$ cat src/hmc_params.svh
/*
  constants for the harvester mode controller: clock rate, time base,
  sampling and shutdown times, register offsets, field positions and
  the bit map of the synchronised pin vector.
  assumes the 20 MHz system clock; times derive cycle counts from it.
*/
`ifndef HMC_PARAMS_SVH
`define HMC_PARAMS_SVH

// clock rate and slow time base
`define CLK_FREQ_KHZ       20000
`define TICK_TIME_US       1000
`define TICK_CYCLES        (`TICK_TIME_US * `CLK_FREQ_KHZ / 1000)

// sampling, interval and critical shutdown times, then counts in ticks
`define SAMPLE_TIME_MS     328
`define PERIOD_TIME_S      21
`define CRIT_TIME_MS       600
`define SAMPLE_TICKS       (`SAMPLE_TIME_MS * 1000 / `TICK_TIME_US)
`define PERIOD_TICKS       (`PERIOD_TIME_S * 1000000 / `TICK_TIME_US)
`define CRIT_TICKS         (`CRIT_TIME_MS * 1000 / `TICK_TIME_US)

// settling time of the primary divider before the comparison is trusted
`define EVAL_TIME_US       10
`define EVAL_CYCLES        ((`EVAL_TIME_US * `CLK_FREQ_KHZ + 999) / 1000)

// counter widths
`define CNT_W              16
`define EVAL_W             8

// register port
`define ADDR_W             4
`define DATA_W             8
`define REG_CONTROL        4'h0
`define REG_STATUS         4'h4
`define CTRL_SAMPLE_BIT    0
`define CTRL_HOLD_BIT      1
`define CTRL_RESET         2'h0
`define STAT_MODE_LSB      0
`define STAT_READY_BIT     3
`define STAT_WARN_BIT      4
`define STAT_TRACK_BIT     5

// configuration codes
`define RATIO_IMPEDANCE    2'h3
`define CFG_RESERVED       3'h0

// bit map of the synchronised pin vector
`define SYNC_W             16
`define S_COLD             0
`define S_OVCH             1
`define S_OVCH_LOW         2
`define S_CHRDY            3
`define S_OVDIS            4
`define S_PRIMARY_CELL_INPUT             5
`define S_SRC_HI           6
`define S_SRC_LO           7
`define S_BAL_GND          8
`define S_LOW_EN           9
`define S_HIGH_EN          10
`define S_SEL_LSB          11
`define S_CFG_LSB          13

`endif

$ cat src/hmc_pkg.sv
/*
  types shared by the mode controller and its sampling sequencer.
  assumes the constants header is included where widths are needed.
*/
package hmc_pkg;

  // operating modes of the power manager
  typedef enum logic [2:0] {
    MODE_DEEP_SLEEP = 3'b000,
    MODE_WAKE_UP    = 3'b001,
    MODE_NORMAL     = 3'b010,
    MODE_OVERVOLT   = 3'b011,
    MODE_PRIMARY    = 3'b100,
    MODE_SHUTDOWN   = 3'b101,
    MODE_EVAL_PRIMARY_CELL_INPUT  = 3'b110
  } mode_e;

endpackage

$ cat src/mppt_if.sv
/*
  carrier between the mode controller and the sampling sequencer.
  assumes both ends run on the same clock and reset.
*/
`timescale 1ns/1ps
interface mppt_if;
  logic tick;            // one-cycle pulse of the slow time base
  logic run;             // tracking allowed in the current mode
  logic impedance_mode;  // constant-impedance matching selected
  logic src_high;        // source above target plus hysteresis
  logic src_low;         // source below target minus hysteresis
  logic sample_request;  // software asks for an immediate sample
  logic hold_off;        // software suspends periodic sampling
  logic sampling;        // source disconnected, voltage being sampled
  logic boost_request;   // hysteretic boost on request
  logic target_store;    // one-cycle pulse: store the new target

  modport ctrl (
    output tick, run, impedance_mode, src_high, src_low, sample_request, hold_off,
    input  sampling, boost_request, target_store
  );
  modport sampler (
    input  tick, run, impedance_mode, src_high, src_low, sample_request, hold_off,
    output sampling, boost_request, target_store
  );
endinterface

$ cat src/mppt_sampler.sv
/*
  open-circuit sampling sequencer and hysteretic boost control.
  assumes tick is a one-cycle pulse on CLK and all inputs are synchronous.
*/
`timescale 1ns/1ps
`include "hmc_params.svh"
module mppt_sampler
  import hmc_pkg::*;
#(
  parameter int PERIOD_TICKS = `PERIOD_TICKS
)
(
  input  wire logic   CLK,
  input  wire logic   RSTN,
  mppt_if.sampler     bus
);

  logic [`CNT_W-1:0] period_cnt;   // ticks since the last sample
  logic [`CNT_W-1:0] sample_cnt;   // ticks within the current sample
  logic              period_done;  // interval elapsed
  logic              sample_done;  // sample window elapsed
  logic              start;        // begin a sample now

  assign period_done = bus.tick && (period_cnt == `CNT_W'(PERIOD_TICKS - 1));
  assign sample_done = bus.tick && (sample_cnt == `CNT_W'(`SAMPLE_TICKS - 1));
  // no open-circuit sampling when matching a constant impedance
  assign start = bus.run && !bus.sampling && !bus.impedance_mode &&
                 (bus.sample_request || (period_done && !bus.hold_off));

  // interval counter, restarted by every sample
  always_ff @(posedge CLK or negedge RSTN)
  begin
    if (!RSTN)
      period_cnt <= '0;
    else if (!bus.run || bus.sampling || start)
      period_cnt <= '0;
    else if (period_done)
      period_cnt <= period_cnt;
    else if (bus.tick)
      period_cnt <= period_cnt + `CNT_W'(1);
  end

  // sample window: source disconnected for the full window
  always_ff @(posedge CLK or negedge RSTN)
  begin
    if (!RSTN)
    begin
      bus.sampling     <= 1'b0;
      sample_cnt       <= '0;
      bus.target_store <= 1'b0;
    end
    else
    begin
      bus.target_store <= bus.sampling && sample_done && bus.run;
      if (!bus.run)
        bus.sampling <= 1'b0;
      else if (start)
        bus.sampling <= 1'b1;
      else if (sample_done)
        bus.sampling <= 1'b0;
      if (!bus.sampling)
        sample_cnt <= '0;
      else if (bus.tick)
        sample_cnt <= sample_cnt + `CNT_W'(1);
    end
  end

  // hysteretic boost control outside sampling
  always_ff @(posedge CLK or negedge RSTN)
  begin
    if (!RSTN)
      bus.boost_request <= 1'b0;
    else if (!bus.run || bus.sampling || start)
      bus.boost_request <= 1'b0;
    else if (bus.src_high)
      bus.boost_request <= 1'b1;
    else if (bus.src_low)
      bus.boost_request <= 1'b0;
  end

endmodule

$ cat src/harvester_mode_controller.sv
/*
  mode controller of an energy-harvesting power manager: mode sequencing,
  power switch enables, regulator gating, status outputs, time base and
  a small register port.
  assumes threshold comparators and pins arrive asynchronously and are
  synchronised here; the analog switches act on the levels driven out.
*/
`timescale 1ns/1ps
`include "hmc_params.svh"
module harvester_mode_controller
  import hmc_pkg::*;
#(
  parameter int TICK_CYCLES  = `TICK_CYCLES,
  parameter int PERIOD_TICKS = `PERIOD_TICKS
)
(
  input  wire logic               CLK,
  input  wire logic               RSTN,
  input  wire logic               COLD_START_DONE,
  input  wire logic               BATT_ABOVE_OVCH,
  input  wire logic               BATT_ABOVE_OVCH_LOW,
  input  wire logic               BATT_ABOVE_CHRDY,
  input  wire logic               BATT_ABOVE_OVDIS,
  input  wire logic               PRIMARY_QUARTER_ABOVE,
  input  wire logic               SOURCE_ABOVE_TARGET,
  input  wire logic               SOURCE_BELOW_TARGET,
  input  wire logic               CELL_BALANCE_GROUNDED,
  input  wire logic               LOW_OUTPUT_ENABLE,
  input  wire logic               HIGH_OUTPUT_ENABLE,
  input  wire logic [1:0]         TRACKING_RATIO_SELECT,
  input  wire logic [2:0]         STORAGE_CONFIG,
  input  wire logic [`ADDR_W-1:0] ADDR,
  input  wire logic [`DATA_W-1:0] WDATA,
  input  wire logic               WR,
  input  wire logic               RD,
  output logic      [`DATA_W-1:0] RDATA,
  output logic                    LOW_OUTPUT_ON,
  output logic                    HIGH_OUTPUT_ON,
  output logic                    STATUS_READY,
  output logic                    STATUS_WARNING,
  output logic                    STATUS_TRACKING,
  output logic                    SOURCE_ISOLATION_SWITCH,
  output logic                    BATTERY_SWITCH,
  output logic                    PRIMARY_SWITCH,
  output logic                    PRIMARY_DIVIDER_RETURN,
  output logic                    BOOST_ENABLE,
  output logic                    TARGET_STORE,
  output logic      [1:0]         TRACKING_RATIO,
  output logic                    IMPEDANCE_MATCH,
  output logic      [2:0]         THRESHOLD_SELECT,
  output logic                    BALANCE_ENABLE
);

  // synchroniser stages and the pin vector
  logic [`SYNC_W-1:0] pins_raw;      // asynchronous pin levels
  logic [`SYNC_W-1:0] sync_meta;     // first stage, read only by the second
  logic [`SYNC_W-1:0] pins;          // second stage, safe to use

  // time base
  logic [`CNT_W-1:0]  prescale;      // clock cycles within one tick
  logic               tick;          // one-cycle pulse every tick

  // mode machine
  mode_e              mode;          // current mode
  mode_e              next_mode;     // mode for the next cycle
  logic [`CNT_W-1:0]  crit_cnt;      // ticks spent in shutdown
  logic [`EVAL_W-1:0] eval_cnt;      // cycles of divider settling
  logic               ov_boost;      // hysteretic boost in overvoltage
  logic [2:0]         config_code;   // storage code caught at wake-up

  // software control
  logic [1:0]         control;       // hold bit and sample request pulse
  logic [`DATA_W-1:0] status_word;   // status register contents

  // named conditions
  logic               sel_control;   // address hits control
  logic               sel_status;    // address hits status
  logic               in_ready;      // regulators may be enabled
  logic               in_warn;       // warning modes
  logic               in_track;      // tracking modes
  logic               crit_done;     // critical time expired
  logic               eval_done;     // divider settled
  logic               config_ok;     // configuration code usable
  logic               next_iso;      // next source switch state
  logic               next_boost;    // next boost enable
  logic               next_batt;     // next battery switch state

  mppt_if             mp ();         // link to the sampling sequencer

  // gather every asynchronous input into one vector
  assign pins_raw = {STORAGE_CONFIG, TRACKING_RATIO_SELECT, HIGH_OUTPUT_ENABLE,
                     LOW_OUTPUT_ENABLE, CELL_BALANCE_GROUNDED, SOURCE_BELOW_TARGET,
                     SOURCE_ABOVE_TARGET, PRIMARY_QUARTER_ABOVE, BATT_ABOVE_OVDIS,
                     BATT_ABOVE_CHRDY, BATT_ABOVE_OVCH_LOW, BATT_ABOVE_OVCH,
                     COLD_START_DONE};

  // two flip-flops per pin before any logic looks at it
  genvar gi;
  generate
    for (gi = 0; gi < `SYNC_W; gi++)
    begin : g_sync
      always_ff @(posedge CLK or negedge RSTN)
      begin
        if (!RSTN)
        begin
          sync_meta[gi] <= 1'b0;
          pins[gi]      <= 1'b0;
        end
        else
        begin
          sync_meta[gi] <= pins_raw[gi];
          pins[gi]      <= sync_meta[gi];
        end
      end
    end
  endgenerate

  // slow time base from the system clock
  always_ff @(posedge CLK or negedge RSTN)
  begin
    if (!RSTN)
    begin
      prescale <= '0;
      tick     <= 1'b0;
    end
    else
    begin
      tick     <= (prescale == `CNT_W'(TICK_CYCLES - 1));
      prescale <= (prescale == `CNT_W'(TICK_CYCLES - 1)) ? '0 : prescale + `CNT_W'(1);
    end
  end

  // mode groups
  assign in_ready  = (mode == MODE_NORMAL) || (mode == MODE_OVERVOLT) ||
                     (mode == MODE_PRIMARY) || (mode == MODE_SHUTDOWN) ||
                     (mode == MODE_EVAL_PRIMARY_CELL_INPUT);
  assign in_warn   = (mode == MODE_PRIMARY) || (mode == MODE_SHUTDOWN);
  assign in_track  = (mode == MODE_WAKE_UP) || (mode == MODE_NORMAL) ||
                     (mode == MODE_SHUTDOWN) || (mode == MODE_EVAL_PRIMARY_CELL_INPUT);
  assign crit_done = tick && (crit_cnt == `CNT_W'(`CRIT_TICKS - 1));
  assign eval_done = (eval_cnt == `EVAL_W'(`EVAL_CYCLES - 1));
  assign config_ok = (pins[`S_CFG_LSB +: 3] != `CFG_RESERVED);

  // mode transitions
  always_comb
  begin
    next_mode = mode;
    case (mode)
      MODE_DEEP_SLEEP:
        // cold start only with a usable configuration
        if (pins[`S_COLD] && config_ok)
          next_mode = MODE_WAKE_UP;
      MODE_WAKE_UP:
        // regulators stay off until charge-ready
        if (pins[`S_CHRDY])
          next_mode = MODE_NORMAL;
      MODE_NORMAL:
        if (!pins[`S_OVDIS])
          next_mode = MODE_EVAL_PRIMARY_CELL_INPUT;
        else if (pins[`S_OVCH])
          next_mode = MODE_OVERVOLT;
      MODE_OVERVOLT:
        // battery drained by the load below discharge
        if (!pins[`S_OVDIS])
          next_mode = MODE_EVAL_PRIMARY_CELL_INPUT;
        else if (!pins[`S_OVCH_LOW] && !pins[`S_SRC_HI])
          next_mode = MODE_NORMAL;
      MODE_EVAL_PRIMARY_CELL_INPUT:
        // compare quarter primary voltage once the divider settled
        if (eval_done)
          next_mode = pins[`S_PRIMARY_CELL_INPUT] ? MODE_PRIMARY : MODE_SHUTDOWN;
      MODE_PRIMARY:
        if (pins[`S_CHRDY])
          next_mode = MODE_NORMAL;
      MODE_SHUTDOWN:
        if (pins[`S_CHRDY])
          next_mode = MODE_NORMAL;
        else if (crit_done)
          next_mode = MODE_DEEP_SLEEP;
      default:
        next_mode = MODE_DEEP_SLEEP;
    endcase
  end

  // mode register and per-mode timers
  always_ff @(posedge CLK or negedge RSTN)
  begin
    if (!RSTN)
    begin
      mode     <= MODE_DEEP_SLEEP;
      crit_cnt <= '0;
      eval_cnt <= '0;
    end
    else
    begin
      mode <= next_mode;
      // shutdown time counted in slow ticks
      if (mode != MODE_SHUTDOWN)
        crit_cnt <= '0;
      else if (tick)
        crit_cnt <= crit_cnt + `CNT_W'(1);
      eval_cnt <= (mode == MODE_EVAL_PRIMARY_CELL_INPUT) ? eval_cnt + `EVAL_W'(1) : '0;
    end
  end

  // configuration caught when leaving deep sleep
  always_ff @(posedge CLK or negedge RSTN)
  begin
    if (!RSTN)
      config_code <= `CFG_RESERVED;
    else if (mode == MODE_DEEP_SLEEP)
      config_code <= pins[`S_CFG_LSB +: 3];
  end

  // overvoltage hysteresis: boost on below the low edge, off at overcharge
  always_ff @(posedge CLK or negedge RSTN)
  begin
    if (!RSTN)
      ov_boost <= 1'b0;
    else if (mode != MODE_OVERVOLT)
      ov_boost <= 1'b0;
    else if (pins[`S_OVCH])
      ov_boost <= 1'b0;
    else if (!pins[`S_OVCH_LOW])
      ov_boost <= 1'b1;
  end

  // sequencer inputs
  assign mp.tick           = tick;
  assign mp.run            = in_track;
  assign mp.impedance_mode = (pins[`S_SEL_LSB +: 2] == `RATIO_IMPEDANCE);
  assign mp.src_high       = pins[`S_SRC_HI];
  assign mp.src_low        = pins[`S_SRC_LO];
  assign mp.sample_request = control[`CTRL_SAMPLE_BIT];
  assign mp.hold_off       = control[`CTRL_HOLD_BIT];

  mppt_sampler #(
    .PERIOD_TICKS (PERIOD_TICKS)
  ) u_sampler (
    .CLK  (CLK),
    .RSTN (RSTN),
    .bus  (mp.sampler)
  );

  // switch and boost decisions per mode
  assign next_iso   = (mode == MODE_OVERVOLT)  ? ov_boost :
                      (mode == MODE_PRIMARY)   ? 1'b0 :
                      !mp.sampling;
  assign next_boost = (mode == MODE_OVERVOLT)  ? ov_boost :
                      (mode == MODE_PRIMARY)   ? !mp.sampling :
                      (mode == MODE_DEEP_SLEEP) ? 1'b0 :
                      mp.boost_request;
  assign next_batt  = (mode == MODE_WAKE_UP) || (mode == MODE_NORMAL) ||
                      (mode == MODE_OVERVOLT) || (mode == MODE_PRIMARY);

  // power outputs, all registered
  always_ff @(posedge CLK or negedge RSTN)
  begin
    if (!RSTN)
    begin
      LOW_OUTPUT_ON           <= 1'b0;
      HIGH_OUTPUT_ON          <= 1'b0;
      SOURCE_ISOLATION_SWITCH <= 1'b0;
      BATTERY_SWITCH          <= 1'b0;
      PRIMARY_SWITCH          <= 1'b0;
      PRIMARY_DIVIDER_RETURN  <= 1'b0;
      BOOST_ENABLE            <= 1'b0;
    end
    else
    begin
      LOW_OUTPUT_ON           <= in_ready && pins[`S_LOW_EN];
      HIGH_OUTPUT_ON          <= in_ready && pins[`S_HIGH_EN];
      SOURCE_ISOLATION_SWITCH <= next_iso;
      BATTERY_SWITCH          <= next_batt;
      PRIMARY_SWITCH          <= (mode == MODE_PRIMARY);
      PRIMARY_DIVIDER_RETURN  <= (mode == MODE_EVAL_PRIMARY_CELL_INPUT);
      BOOST_ENABLE            <= next_boost;
    end
  end

  // status and configuration outputs, all registered
  always_ff @(posedge CLK or negedge RSTN)
  begin
    if (!RSTN)
    begin
      STATUS_READY     <= 1'b0;
      STATUS_WARNING   <= 1'b0;
      STATUS_TRACKING  <= 1'b0;
      TARGET_STORE     <= 1'b0;
      TRACKING_RATIO   <= 2'h0;
      IMPEDANCE_MATCH  <= 1'b0;
      THRESHOLD_SELECT <= `CFG_RESERVED;
      BALANCE_ENABLE   <= 1'b0;
    end
    else
    begin
      STATUS_READY     <= in_ready;
      STATUS_WARNING   <= in_warn;
      STATUS_TRACKING  <= mp.sampling;
      TARGET_STORE     <= mp.target_store;
      TRACKING_RATIO   <= pins[`S_SEL_LSB +: 2];
      IMPEDANCE_MATCH  <= mp.impedance_mode;
      THRESHOLD_SELECT <= config_code;
      BALANCE_ENABLE   <= !pins[`S_BAL_GND];
    end
  end

  // register decode
  assign sel_control = (ADDR == `REG_CONTROL);
  assign sel_status  = (ADDR == `REG_STATUS);
  assign status_word = {2'h0, mp.sampling, in_warn, in_ready, mode};

  // control register: hold bit stored, sample request lasts one cycle
  always_ff @(posedge CLK or negedge RSTN)
  begin
    if (!RSTN)
      control <= `CTRL_RESET;
    else if (WR && sel_control)
      control <= WDATA[1:0];
    else
      control <= {control[`CTRL_HOLD_BIT], 1'b0};
  end

  // read data in the cycle after the strobe, zero for unmapped addresses
  always_ff @(posedge CLK or negedge RSTN)
  begin
    if (!RSTN)
      RDATA <= '0;
    else if (RD && sel_control)
      RDATA <= {6'h0, control[`CTRL_HOLD_BIT], 1'b0};
    else if (RD && sel_status)
      RDATA <= status_word;
    else
      RDATA <= '0;
  end

endmodule

$ cat config.mk
export PLATFORM = sky130hd
export DESIGN_NAME = harvester_mode_controller
export DESIGN_NICKNAME = d
export VERILOG_FILES = /design/src/hmc_pkg.sv /design/src/mppt_if.sv /design/src/mppt_sampler.sv /design/src/harvester_mode_controller.sv
export VERILOG_INCLUDE_DIRS = /design/src
export SDC_FILE = /design/constraint.sdc
export NUM_CORES = 1
export LEC_CHECK = 0
export BUFFER_PORTS_ARGS = -buffer_cell sky130_fd_sc_hd__buf_2
export CORE_UTILIZATION = 59
export CTS_CLUSTER_DIAMETER = 150
export CTS_CLUSTER_SIZE = 24
export DETAILED_ROUTE_END_ITERATION = 16
export PLACE_DENSITY_LB_ADDON = 0.3
export SYNTH_ARGS = -nofsm -noshare
export SYNTH_HDL_FRONTEND = slang
export SYNTH_HIERARCHICAL = 1
export SYNTH_SLANG_ARGS = --single-unit
$ cat constraint.sdc
create_clock -name CLK -period 2.4 [get_ports CLK]
set_clock_uncertainty 0.2 [all_clocks]
set_input_delay 0.72 -clock CLK [delete_from_list [all_inputs] [get_ports CLK]]
set_output_delay 0.72 -clock CLK [all_outputs]
set_load 0.01 [all_outputs]
# Yosys cells after proc, flatten, opt, wreduce, memory -nomap -nowiden
# Cells that the tools add are included.
[word_totals]
output_inout_bits = 26
reg_bits = 143
[op_classes]
muxes = 37
add_sub_neg = 5
eq_ne = 25
n_reduce_logical = 45
[ops]
columns = ["op", "n"]
rows = [
  ["$mux 16", 8],
  ["$add 16x1->16 const B", 4],
  ["$eq 16x15->1 const B", 2],
  ["$mux 3", 9],
  ["$pmux 3 s6", 1],
  ["$eq 16x10->1 const B", 1],
  ["$eq 16x9->1 const B", 1],
  ["$logic_and 1x1->1", 16],
  ["$mux 1", 16],
  ["$ne 3x3->1 const B", 5],
  ["$logic_or 1x1->1", 13],
  ["$mux 6", 2],
  ["$eq 3x3->1 const B", 3],
  ["$add 8x1->8 const B", 1],
  ["$eq 8x8->1 const B", 1],
  ["$mux 8", 1],
  ["$ne 2x2->1 const B", 4],
  ["$logic_not 1->1", 7],
  ["$eq 3x2->1 const B", 2],
  ["$ne 3x2->1 const B", 2],
  ["$reduce_and 6->1", 1],
  ["$reduce_bool 3->1", 2],
  ["$eq 4x3->1 const B", 1],
  ["$logic_not 4->1", 1],
  ["7 further kinds", 8],
]

# Depth between registers and ports, before layout
# Gate-level depths: netlist of run 1.
[logic_depth]
word_depth = 10
depth_mapped = 8
ltp_nobuf = 7

# Cells and area by module
# Netlist of run 1, hierarchy kept.
[modules_own_cells]
columns = ["module", "cells_per_inst", "area_each_um2", "instances"]
rows = [
  ["harvester_mode_controller", 333, 4087.7, 1],
  ["mppt_sampler", 187, 1854.3, 1],
]

# Worst setup path after synthesis of run 1
# OpenSTA, ideal clock, no wires.
[synth_path]
path_kind = "register -> register"
startpoint = "register mode[0]"
endpoint = "register mode[1]"
period_less_slack_ps = 1977
path_slack_ps = 423
n_path_buf = 0
t_arrival_ps = 1652
path_stages_with_launch = 8
cell_sequence = "dfrtp_1 > inv_1 > ha_1 > nand2b_1 > nor4_1 > a211oi_4 > nand3_2 > mux2_4"
[synth_between]
elab_chain_len = 4
[synth_rtl]
columns = ["item", "line", "text"]
rows = [
  ["from (decl)", "harvester_mode_controller.sv:64", "mode_e mode;"],
  ["from (signal assigned)", "harvester_mode_controller.sv:196", "mode <= next_mode;"],
  ["$eq 3x3->1 / $eq 3x1->1 (equally long branches)", "harvester_mode_controller.sv:148", "case (mode)"],
  ["$reduce_or 2->1 (no line)", "n/a", ""],
  ["$ne 2x1->1 (no line)", "n/a", ""],
  ["$reduce_and 6->1 (no line)", "n/a", ""],
]
# Several ways; a longest one is shown, not always the timed one.
# A chain may end at the register's enable or synchronous reset.

# Final worst setup path of run 1
[layout_path]
startpoint = "register mode[1]"
endpoint = "register mode[1]"
# The elaborated chain is that of the path after synthesis.

==> flow_metrics.env, run 1 <==
export IMPL_status="completed"
export IMPL_max_slew_margin_rel_pct=64.5
export IMPL_core_area_um2=9770
export IMPL_final_layout_size_suffix_gt1_share_pct=18.5
export IMPL_via_count=4045
export IMPL_fin_crit_sh_pct=91.9
export IMPL_synth_edff_count=0
export IMPL_cellLeakagePower_nw=3.17
export IMPL_period_needed_ps=2200
export IMPL_ys_seq_elements=141
export IMPL_rrSetupSlack_ps=200
export IMPL_cp_start_kind="flop"
export IMPL_first_pass_iters=5
export IMPL_syn_area_per_cell_um2=11.4
export IMPL_worstHoldEndpoint="sync_meta[3]"
export IMPL_wl_per_cell_um=15.6
export IMPL_pin_count=58
export IMPL_clockRootBuffer="clkbuf_8"
export IMPL_min_path_type="input port to flop"
export IMPL_fp_dieH_um=102
export IMPL_clock_latency_ps=540
export IMPL_hold_viol=0
export IMPL_synth_top_area_cell="dfrtp_1"
export IMPL_path_depth=7
export IMPL_timing_rr_start="mode[1]"
export IMPL_p_per_area_nw_per_um2=930
export IMPL_final_common_cell="dfrtp_1"
export IMPL_clk_pin_slew_ps=60
export IMPL_grt_overflow_total=0
export IMPL_gr_usage_all_layers_pct=25.1
export IMPL_syn_inst=520
export IMPL_syn_area_um2=5940
export IMPL_fmax_mhz=454
export IMPL_mostFrequentLayoutCells="141 x dfrtp_1, 69 x nor2_1, 48 x buf_2"
export IMPL_first_global_vias=4124
export IMPL_clock_sink_count=141
export IMPL_worstPathCellList="inv_1 -> ha_1 -> nand2b_1 -> nor4_1 -> a211oi_4 -> nand3_2 -> mux2_4"
export IMPL_grt_start_max_net_pins=52
export IMPL_finalSetupViolations=0
export IMPL_hpwlAfterDp_um=7340
export IMPL_cpMaxStageDelayCell="dfrtp_1"
export IMPL_end_kind="flop"
export IMPL_slowest_delay_ps=450
export IMPL_grt_pass1_wl_um=19400
export IMPL_start_util_pct=60.8
export IMPL_hold_depth=1
export IMPL_fin_nets=627
export IMPL_rr_endpoint="mode[1]"
export IMPL_timing_hold_ws_ps=85.9
export IMPL_critPathBufInv=1
export IMPL_wirelength_um=11400
export IMPL_io_buffers=49
export IMPL_drt_vias_per_instance=5.53
export IMPL_fin_ws_ps=195
export IMPL_dieArea_um2=10500
export IMPL_rows=36
export IMPL_async_flop_share_pct=100
export IMPL_numCtsBuffers=17
export IMPL_synth_area_leaders="dfrtp_1 59%, nor2_1 4.4%, xor2_1 4.0%"
export IMPL_ir_drop_v=0.000586
export IMPL_cts_max_path_buffers=2
export IMPL_fillers=671
export IMPL_criticalPathCategory="flop to flop"
export IMPL_place_gp_congestion=0.878
export IMPL_finalSetupTns_ps=0
export IMPL_ys_types=64
export IMPL_antenna_found_initial=0
export IMPL_cp_max_fo=5
export IMPL_required_ps=2610
export IMPL_yosysSeqAreaShare_pct=59.4
export IMPL_synth_ff_type="dfrtp_1"
export IMPL_dp_slack_ps=199
export IMPL_dr_wl_met2_um=5570
export IMPL_r2r_cells=7
export IMPL_wl_met1_um=5010
export IMPL_dr_wl_met3_um=577
export IMPL_maxCapViolations=0
export IMPL_crit_family="simple AND/OR/NAND/NOR gates"
export IMPL_yosys_warnings=6
export IMPL_yosysTopAreaCellShare_pct=59.4
export IMPL_drc_errors=0
export IMPL_die_width_um=102
export IMPL_area_growth_pct=18.0
export IMPL_post_route_util_pct=71.7
export IMPL_dpl_cell_count=699
export IMPL_tightest_slew_ps=532
export IMPL_crit_arrival_ps=2420
export IMPL_h_tree_depth=4
export IMPL_antennaDiodeCount=0
export IMPL_drtIter0Drc=164
export IMPL_rsz0062_at_grt="no"
export IMPL_final_cells=732
export IMPL_min_from="BATT_ABOVE_CHRDY"
export IMPL_slew_viol_final=0
export IMPL_cts_setup_buffers=0
export IMPL_highest_layer="met4"
export IMPL_cts_tree="done"
export IMPL_ant_nets=0
-- synthesized netlist by cell type (8+ instances only) --
| library cell | n |
|---|---|
| nor4_1 | 8 |
| and3_1 | 15 |
| xor2_1 | 27 |
| ha_1 | 9 |
| xnor2_1 | 26 |
| nor3_1 | 12 |
| a21oi_1 | 19 |
| nand3_1 | 20 |
| o21ai_0 | 14 |
| nor2_1 | 69 |
| dfrtp_1 | 141 |
| nand2_1 | 28 |
| inv_1 | 23 |
| nand4_1 | 12 |
| or3_1 | 12 |
-- where the power goes --
group	leakage, nW	internal [mW]	switching [mW]
logic	1.04	0.402	0.645
clock network	0.299	1.80	0.989
registers	1.84	2.58	0.108
-- state kept, by name, summed over array words and instances (netlist names), 2 cells and up --
name                  count
RDATA                     6
pins                     14
sync_meta                16
control                   2
eval_cnt                  8
TRACKING_RATIO            2
u_sampler/period_cnt     16
THRESHOLD_SELECT          3
mode                      3
prescale                 16
crit_cnt                 16
config_code               3
u_sampler/sample_cnt     16
-- timing repair --
| item | CTS | global route |
|---|---|---|
| hold endpoints to repair | 32 | 0 |
| hold buffers | 1 | 0 |
| resized for setup | 0 | 0 |
-- cell type report --
class                   instances  area (um2)  share of cell area (%)
flip-flops and latches        141        3530                    50.3
multi-input cells             343        2240                    31.9
clock buffers                  19         422                    6.01
repair buffers                 59         354                    5.05
clock inverters                13         213                    3.03
well taps                     133         166                    2.37
inverters                      24        90.1                    1.28
-- routing by layer --
| layer | global-route usage [%] | vias to the layer above |
|---|---|---|
| met5 | 0 | - |
| li1 | - | 1924 |
| met1 | 30.9 | 1992 |
| met3 | 8.89 | 25 |
| met4 | 13.0 | 0 |
| met2 | 39.3 | 104 |
-- metrics by stage --
stage | total power, mW | area, um2
floorplan | 3.41 | 5950
global placement | 3.71 | 6370
detailed placement | 3.76 | 6370
CTS | 6.57 | 7010
global route | 6.83 | 7010
finish | 6.52 | 7010
-- worst register-to-register path, cell delays in order, from the launching register on --
cell	delay (ps)
dfrtp_1	450
inv_1	110
ha_1	230
nand2b_1	170
nor4_1	390
a211oi_4	100
nand3_2	130
mux2_4	310
-- kinds of logic after synthesis --
kind of cell | Yosys count | synth area share (%)
other | 1 | 0.0631
and+or+nand+nor | 217 | 20.1
muxes | 10 | 1.85
AOI/OAI and AO/OA | 52 | 5.88
buffers and inverters | 37 | 2.99
xor gates and xnor gates | 53 | 7.81
adders and majority gates | 9 | 1.90
DFF | 141 | 59.4
-- how the worst max path moves through the flow --
stage	slack, ps	startpoint	endpoint
after floorplan	420	mode[0]	mode[1]
after global placement	270	mode[1]	mode[1]
after detailed placement	200	mode[1]	mode[1]
after CTS	170	mode[1]	mode[1]
after global routing	20	mode[1]	mode[1]
final	200	mode[1]	mode[1]
No activity file was read; power rests on OpenSTA's default activity.
==> run 2: changes to the inputs <==
--- a/config.mk
+++ b/config.mk
@@ -7,7 +7,8 @@
 export NUM_CORES = 1
 export LEC_CHECK = 0
 export BUFFER_PORTS_ARGS = -buffer_cell sky130_fd_sc_hd__buf_2
-export CORE_UTILIZATION = 59
+export CORE_UTILIZATION = 61
+export CTS_BUF_LIST = sky130_fd_sc_hd__clkbuf_4
 export CTS_CLUSTER_DIAMETER = 150
 export CTS_CLUSTER_SIZE = 24
 export DETAILED_ROUTE_END_ITERATION = 16
==> run 2 against run 1 <==
Sequential cell count unchanged. Non-clock buffer count down 1. Highest routed layer unchanged. Critical path depth down 3.
==> flow_metrics.env, run 2 (same netlist as run 1, synthesis figures left out) <==
export IMPL_max_slew_margin_rel_pct=64.1
export IMPL_hold_viol=0
export IMPL_numCtsBuffers=17
export IMPL_pin_count=58
export IMPL_cp_max_fo=17
export IMPL_first_pass_iters=4
export IMPL_wirelength_um=10500
export IMPL_antenna_found_initial=0
export IMPL_finalSetupViolations=0
export IMPL_fin_nets=626
export IMPL_fin_area_um2=6680
export IMPL_grt_start_max_net_pins=54
export IMPL_core_area_um2=9330
export IMPL_period_needed_ps=2190
export IMPL_grt_overflow_total=0
export IMPL_timing_rr_start="mp.tick"
export IMPL_status="completed"
export IMPL_dieArea_um2=10100
export IMPL_fp_dieH_um=101
export IMPL_seq_power_share_pct=50.6
export IMPL_drt_vias_per_instance=5.46
export IMPL_final_layout_size_suffix_gt1_share_pct=18.4
export IMPL_min_path_type="input port to flop"
export IMPL_cts_tree="done"
export IMPL_rsz0062_at_grt="no"
export IMPL_cts_max_path_buffers=2
export IMPL_grt_pass1_wl_um=17800
export IMPL_rrSetupSlack_ps=210
export IMPL_min_from="BATT_ABOVE_CHRDY"
export IMPL_h_tree_depth=4
export IMPL_place_gp_congestion=0.877
export IMPL_tightest_slew_ps=538
export IMPL_criticalPathCategory="flop to flop"
export IMPL_slew_viol_final=0
export IMPL_multi_input_area_um2=2250
export IMPL_ir_drop_v=0.000540
export IMPL_io_buffers=49
export IMPL_cp_start_kind="flop"
export IMPL_final_common_cell="dfrtp_1"
export IMPL_antennaDiodeCount=0
export IMPL_maxCapViolations=0
export IMPL_end_kind="flop"
export IMPL_cellLeakagePower_nw=3.03
export IMPL_crit_arrival_ps=2400
export IMPL_p_per_area_nw_per_um2=789
export IMPL_cts_setup_buffers=0
export IMPL_clk_pin_slew_ps=120
export IMPL_finalSetupTns_ps=0
export IMPL_drtIter0Drc=147
export IMPL_ff_latch_area_um2=3530
export IMPL_start_util_pct=63.7
export IMPL_via_count=3969
export IMPL_clock_latency_ps=550
export IMPL_fmax_mhz=456
export IMPL_p_int_mw=3.69
export IMPL_rows=35
export IMPL_hpwlAfterDp_um=7210
export IMPL_power_share_clock_pct=29.7
export IMPL_wl_per_cell_um=14.5
export IMPL_area_growth_pct=12.5
export IMPL_swShare_pct=30.0
export IMPL_clockRootBuffer="clkbuf_4"
export IMPL_ant_nets=0
export IMPL_switchingPower_mw=1.58
export IMPL_worstHoldEndpoint="sync_meta[3]"
export IMPL_combinationalPowerShare_pct=19.7
export IMPL_mostFrequentLayoutCells="141 x dfrtp_1, 69 x nor2_1, 48 x buf_2"
export IMPL_required_ps=2610
export IMPL_placedInstanceArea_um2=6370
export IMPL_clock_sink_count=141
export IMPL_hold_depth=1
export IMPL_die_width_um=101
export IMPL_r2r_cells=4
export IMPL_rr_endpoint="u_sampler/period_cnt[4]"
export IMPL_fillers=681
export IMPL_fin_crit_sh_pct=91.4
export IMPL_drc_errors=0
export IMPL_first_global_vias=3879
export IMPL_post_route_util_pct=71.6
export IMPL_gr_usage_all_layers_pct=23.2
[run 2: layout make-up]
class,count,area share [%]
sequential,141,52.8
clock inverter,15,2.55
inverter,24,1.35
tap,129,2.42
timing repair buffer,58,5.37
multi-input combinational,343,33.6
clock buffer,17,1.91
[run 2: power groups by stage]
stage | clock (mW) | sequential [mW] | combinational [mW]
4_1_cts | 1.61 | 2.67 | 1.03
5_1_grt | 1.71 | 2.70 | 1.15
2_1_floorplan | 0 | 2.74 | 0.671
3_3_place_gp | 0 | 2.71 | 0.995
3_5_place_dp | 0 | 2.71 | 1.02
6_report | 1.57 | 2.67 | 1.04
[run 2: timing repair]
item	4_1_cts	5_1_grt
setup endpoints to repair	0	1
hold buffers	1	0
endpoints found under the hold margin	50	0
gates resized for setup	0	1
[run 2: stage by stage]
stage                     total power, mW  hold slack, ps  instances  setup WS, ps
after floorplan                      3.41             131        521           423
after global placement               3.70             133        694           268
after detailed placement             3.74             135        694           188
after CTS                            5.31            21.1        727           156
after global routing                 5.56            2.04        727          59.0
final                                5.27            65.2        727           207
[run 2: critical path, stage by stage, from the launching register on]
cell and delay, ps:
dfrtp_1 700, inv_1 130, or3_1 420, o211ai_4 480, nor2_1 110
[run 2: worst max path at each step]
stage,start,to,slack [ps],cells after the start
2_1_floorplan,mode[0],mode[1],420,7
3_3_place_gp,mode[1],mode[1],270,7
3_5_place_dp,mode[1],mode[1],190,7
4_1_cts,mode[0],mode[1],160,7
5_1_grt,mp.tick,u_sampler/period_cnt[11],60,4
6_report,mp.tick,u_sampler/period_cnt[4],210,4
[run 2: routing by layer]
layer / GRT usage (%) / routed length [um]
met3: 8.39 / 558
met2: 35.2 / 4960
met1: 31.1 / 4840
met5: 0 / 0
met4: 8.03 / 150
==> run 3: changes to the inputs <==
--- a/config.mk
+++ b/config.mk
@@ -12,6 +12,7 @@
 export CTS_CLUSTER_DIAMETER = 150
 export CTS_CLUSTER_SIZE = 24
 export DETAILED_ROUTE_END_ITERATION = 16
+export MAX_ROUTING_LAYER = met4
 export PLACE_DENSITY_LB_ADDON = 0.3
 export SYNTH_ARGS = -nofsm -noshare
 export SYNTH_HDL_FRONTEND = slang
==> run 3 against run 2 <==
Sequential cell count did not move. Clock power about the same. Total power up 0.11%. Fmax increased by 0.19%. Via count rose by 0.63%. Cell count is the same. Design area stayed put. Utilization did not move. Register-to-register slack hardly changed. Count of clock-buffer cells in the layout unchanged. Critical path depth is the same. Worst hold slack got worse by 4.7 ps. Critical endpoint is now u_sampler/period_cnt[5]. Highest routed layer unchanged.
==> flow_metrics.env, run 3 (same netlist as run 1, synthesis figures left out) <==
export IMPL_finalSetupViolations=0
export IMPL_ff_latch_area_um2=3530
export IMPL_die_width_um=101
export IMPL_post_route_util_pct=71.6
export IMPL_antennaDiodeCount=0
export IMPL_rr_endpoint="u_sampler/period_cnt[5]"
export IMPL_fillers=681
export IMPL_numCtsBuffers=17
export IMPL_fmax_mhz=457
export IMPL_via_count=3994
export IMPL_period_needed_ps=2190
export IMPL_multi_input_area_um2=2250
export IMPL_h_tree_depth=4
export IMPL_criticalPathCategory="flop to flop"
export IMPL_start_util_pct=63.7
export IMPL_core_area_um2=9330
export IMPL_ir_drop_v=0.000542
export IMPL_hold_viol=0
export IMPL_status="completed"
export IMPL_drtIter0Drc=147
export IMPL_final_common_cell="dfrtp_1"
export IMPL_cellLeakagePower_nw=3.03
export IMPL_cp_max_fo=17
export IMPL_wirelength_um=10500
export IMPL_io_buffers=49
export IMPL_area_growth_pct=12.5
export IMPL_p_per_area_nw_per_um2=790
export IMPL_max_slew_margin_rel_pct=63.7
export IMPL_final_layout_size_suffix_gt1_share_pct=18.4
export IMPL_fin_crit_sh_pct=91.2
export IMPL_end_kind="flop"
export IMPL_r2r_cells=4
export IMPL_cts_tree="done"
export IMPL_finalSetupTns_ps=0
export IMPL_min_path_type="input port to flop"
export IMPL_clk_pin_slew_ps=120
export IMPL_grt_pass1_wl_um=17900
export IMPL_wl_per_cell_um=14.5
export IMPL_fin_nets=626
export IMPL_first_pass_iters=4
export IMPL_first_global_vias=3875
export IMPL_maxCapViolations=0
export IMPL_drc_errors=0
export IMPL_pin_count=58
export IMPL_dieArea_um2=10100
export IMPL_mostFrequentLayoutCells="141 x dfrtp_1, 69 x nor2_1, 48 x buf_2"
export IMPL_grt_start_max_net_pins=54
export IMPL_tightest_slew_ps=544
export IMPL_cp_start_kind="flop"
export IMPL_crit_arrival_ps=2400
export IMPL_cp_startpoint="mp.tick"
export IMPL_clockRootBuffer="clkbuf_4"
export IMPL_gr_usage_all_layers_pct=23.9
export IMPL_crit_end="u_sampler/period_cnt[5]"
export IMPL_fp_dieH_um=101
export IMPL_timing_rr_start="mp.tick"
export IMPL_hpwlAfterDp_um=7210
export IMPL_clock_latency_ps=550
export IMPL_slew_viol_final=0
export IMPL_cts_max_path_buffers=2
export IMPL_rsz0062_at_grt="no"
export IMPL_required_ps=2610
export IMPL_ant_nets=0
export IMPL_rows=35
export IMPL_place_gp_congestion=0.892
export IMPL_rrSetupSlack_ps=210
export IMPL_clock_sink_count=141
export IMPL_grt_overflow_total=0
export IMPL_antenna_found_initial=0
export IMPL_drt_vias_per_instance=5.49
run 3: cell counts in the layout (fill, tap and decap cells not counted):
No cell type changed its count.
run 3: metrics by stage:
step                total power, mW  instances  hold slack [ps]  cell area [um2]  worst slack (ps)
global placement               3.70        694              133             6370               268
floorplan                      3.41        521              131             5950               423
finish                         5.28        727             60.4             6680               211
detailed placement             3.74        694              135             6370               188
CTS                            5.31        727             21.1             6680               156
global route                   5.57        727             2.03             6680              48.7
run 3: what timing repair did:
action,4_1_cts,5_1_grt
endpoints found under the setup margin,0,1
hold buffers,1,0
gates resized for setup,0,1
setup buffers,0,0
hold endpoints to repair,50,0
run 3: power by group:
part / total [mW] / internal [mW] / switching [mW] / leakage (nW)
sequential: 2.67 / 2.57 / 0.0948 / 1.84
clock: 1.57 / 0.717 / 0.857 / 0.155
combinational: 1.04 / 0.401 / 0.636 / 1.04
total: 5.28 / 3.69 / 1.59 / 3.03
run 3: how the worst min path moves through the flow:
stage	from	to	slack, ps	cells past startpoint
6_report	BATT_ABOVE_CHRDY	sync_meta[3]	60	1
5_1_grt	PRIMARY_QUARTER_ABOVE	sync_meta[5]	2	1
4_1_cts	BATT_ABOVE_CHRDY	sync_meta[3]	20	1
3_5_place_dp	sync_meta[5]	pins[5]	130	0
3_3_place_gp	sync_meta[5]	pins[5]	130	0
2_1_floorplan	u_sampler/bus.target_store	TARGET_STORE	130	0
run 3: cell type report:
class | count | share of cell area, %
clock buffer | 17 | 1.91
clock inverter | 15 | 2.55
inverter | 24 | 1.35
multi-input combinational | 343 | 33.6
sequential | 141 | 52.8
tap | 129 | 2.42
timing repair buffer | 58 | 5.37
run 3: critical path, cell delays in order, from the launching register on:
cell and delay (ps):
dfrtp_1 710, inv_1 130, or3_1 430, o211ai_4 470, nor2_1 110
run 3: metal layers:
| metal | vias up | wire length (um) | GRT usage [%] |
|---|---|---|---|
| met2 | 101 | 4880 | 35.4 |
| met5 | - | 0 | - |
| met1 | 1949 | 4960 | 31.4 |
| li1 | 1925 | - | - |
| met4 | 0 | 165 | 8.03 |
| met3 | 19 | 544 | 7.98 |
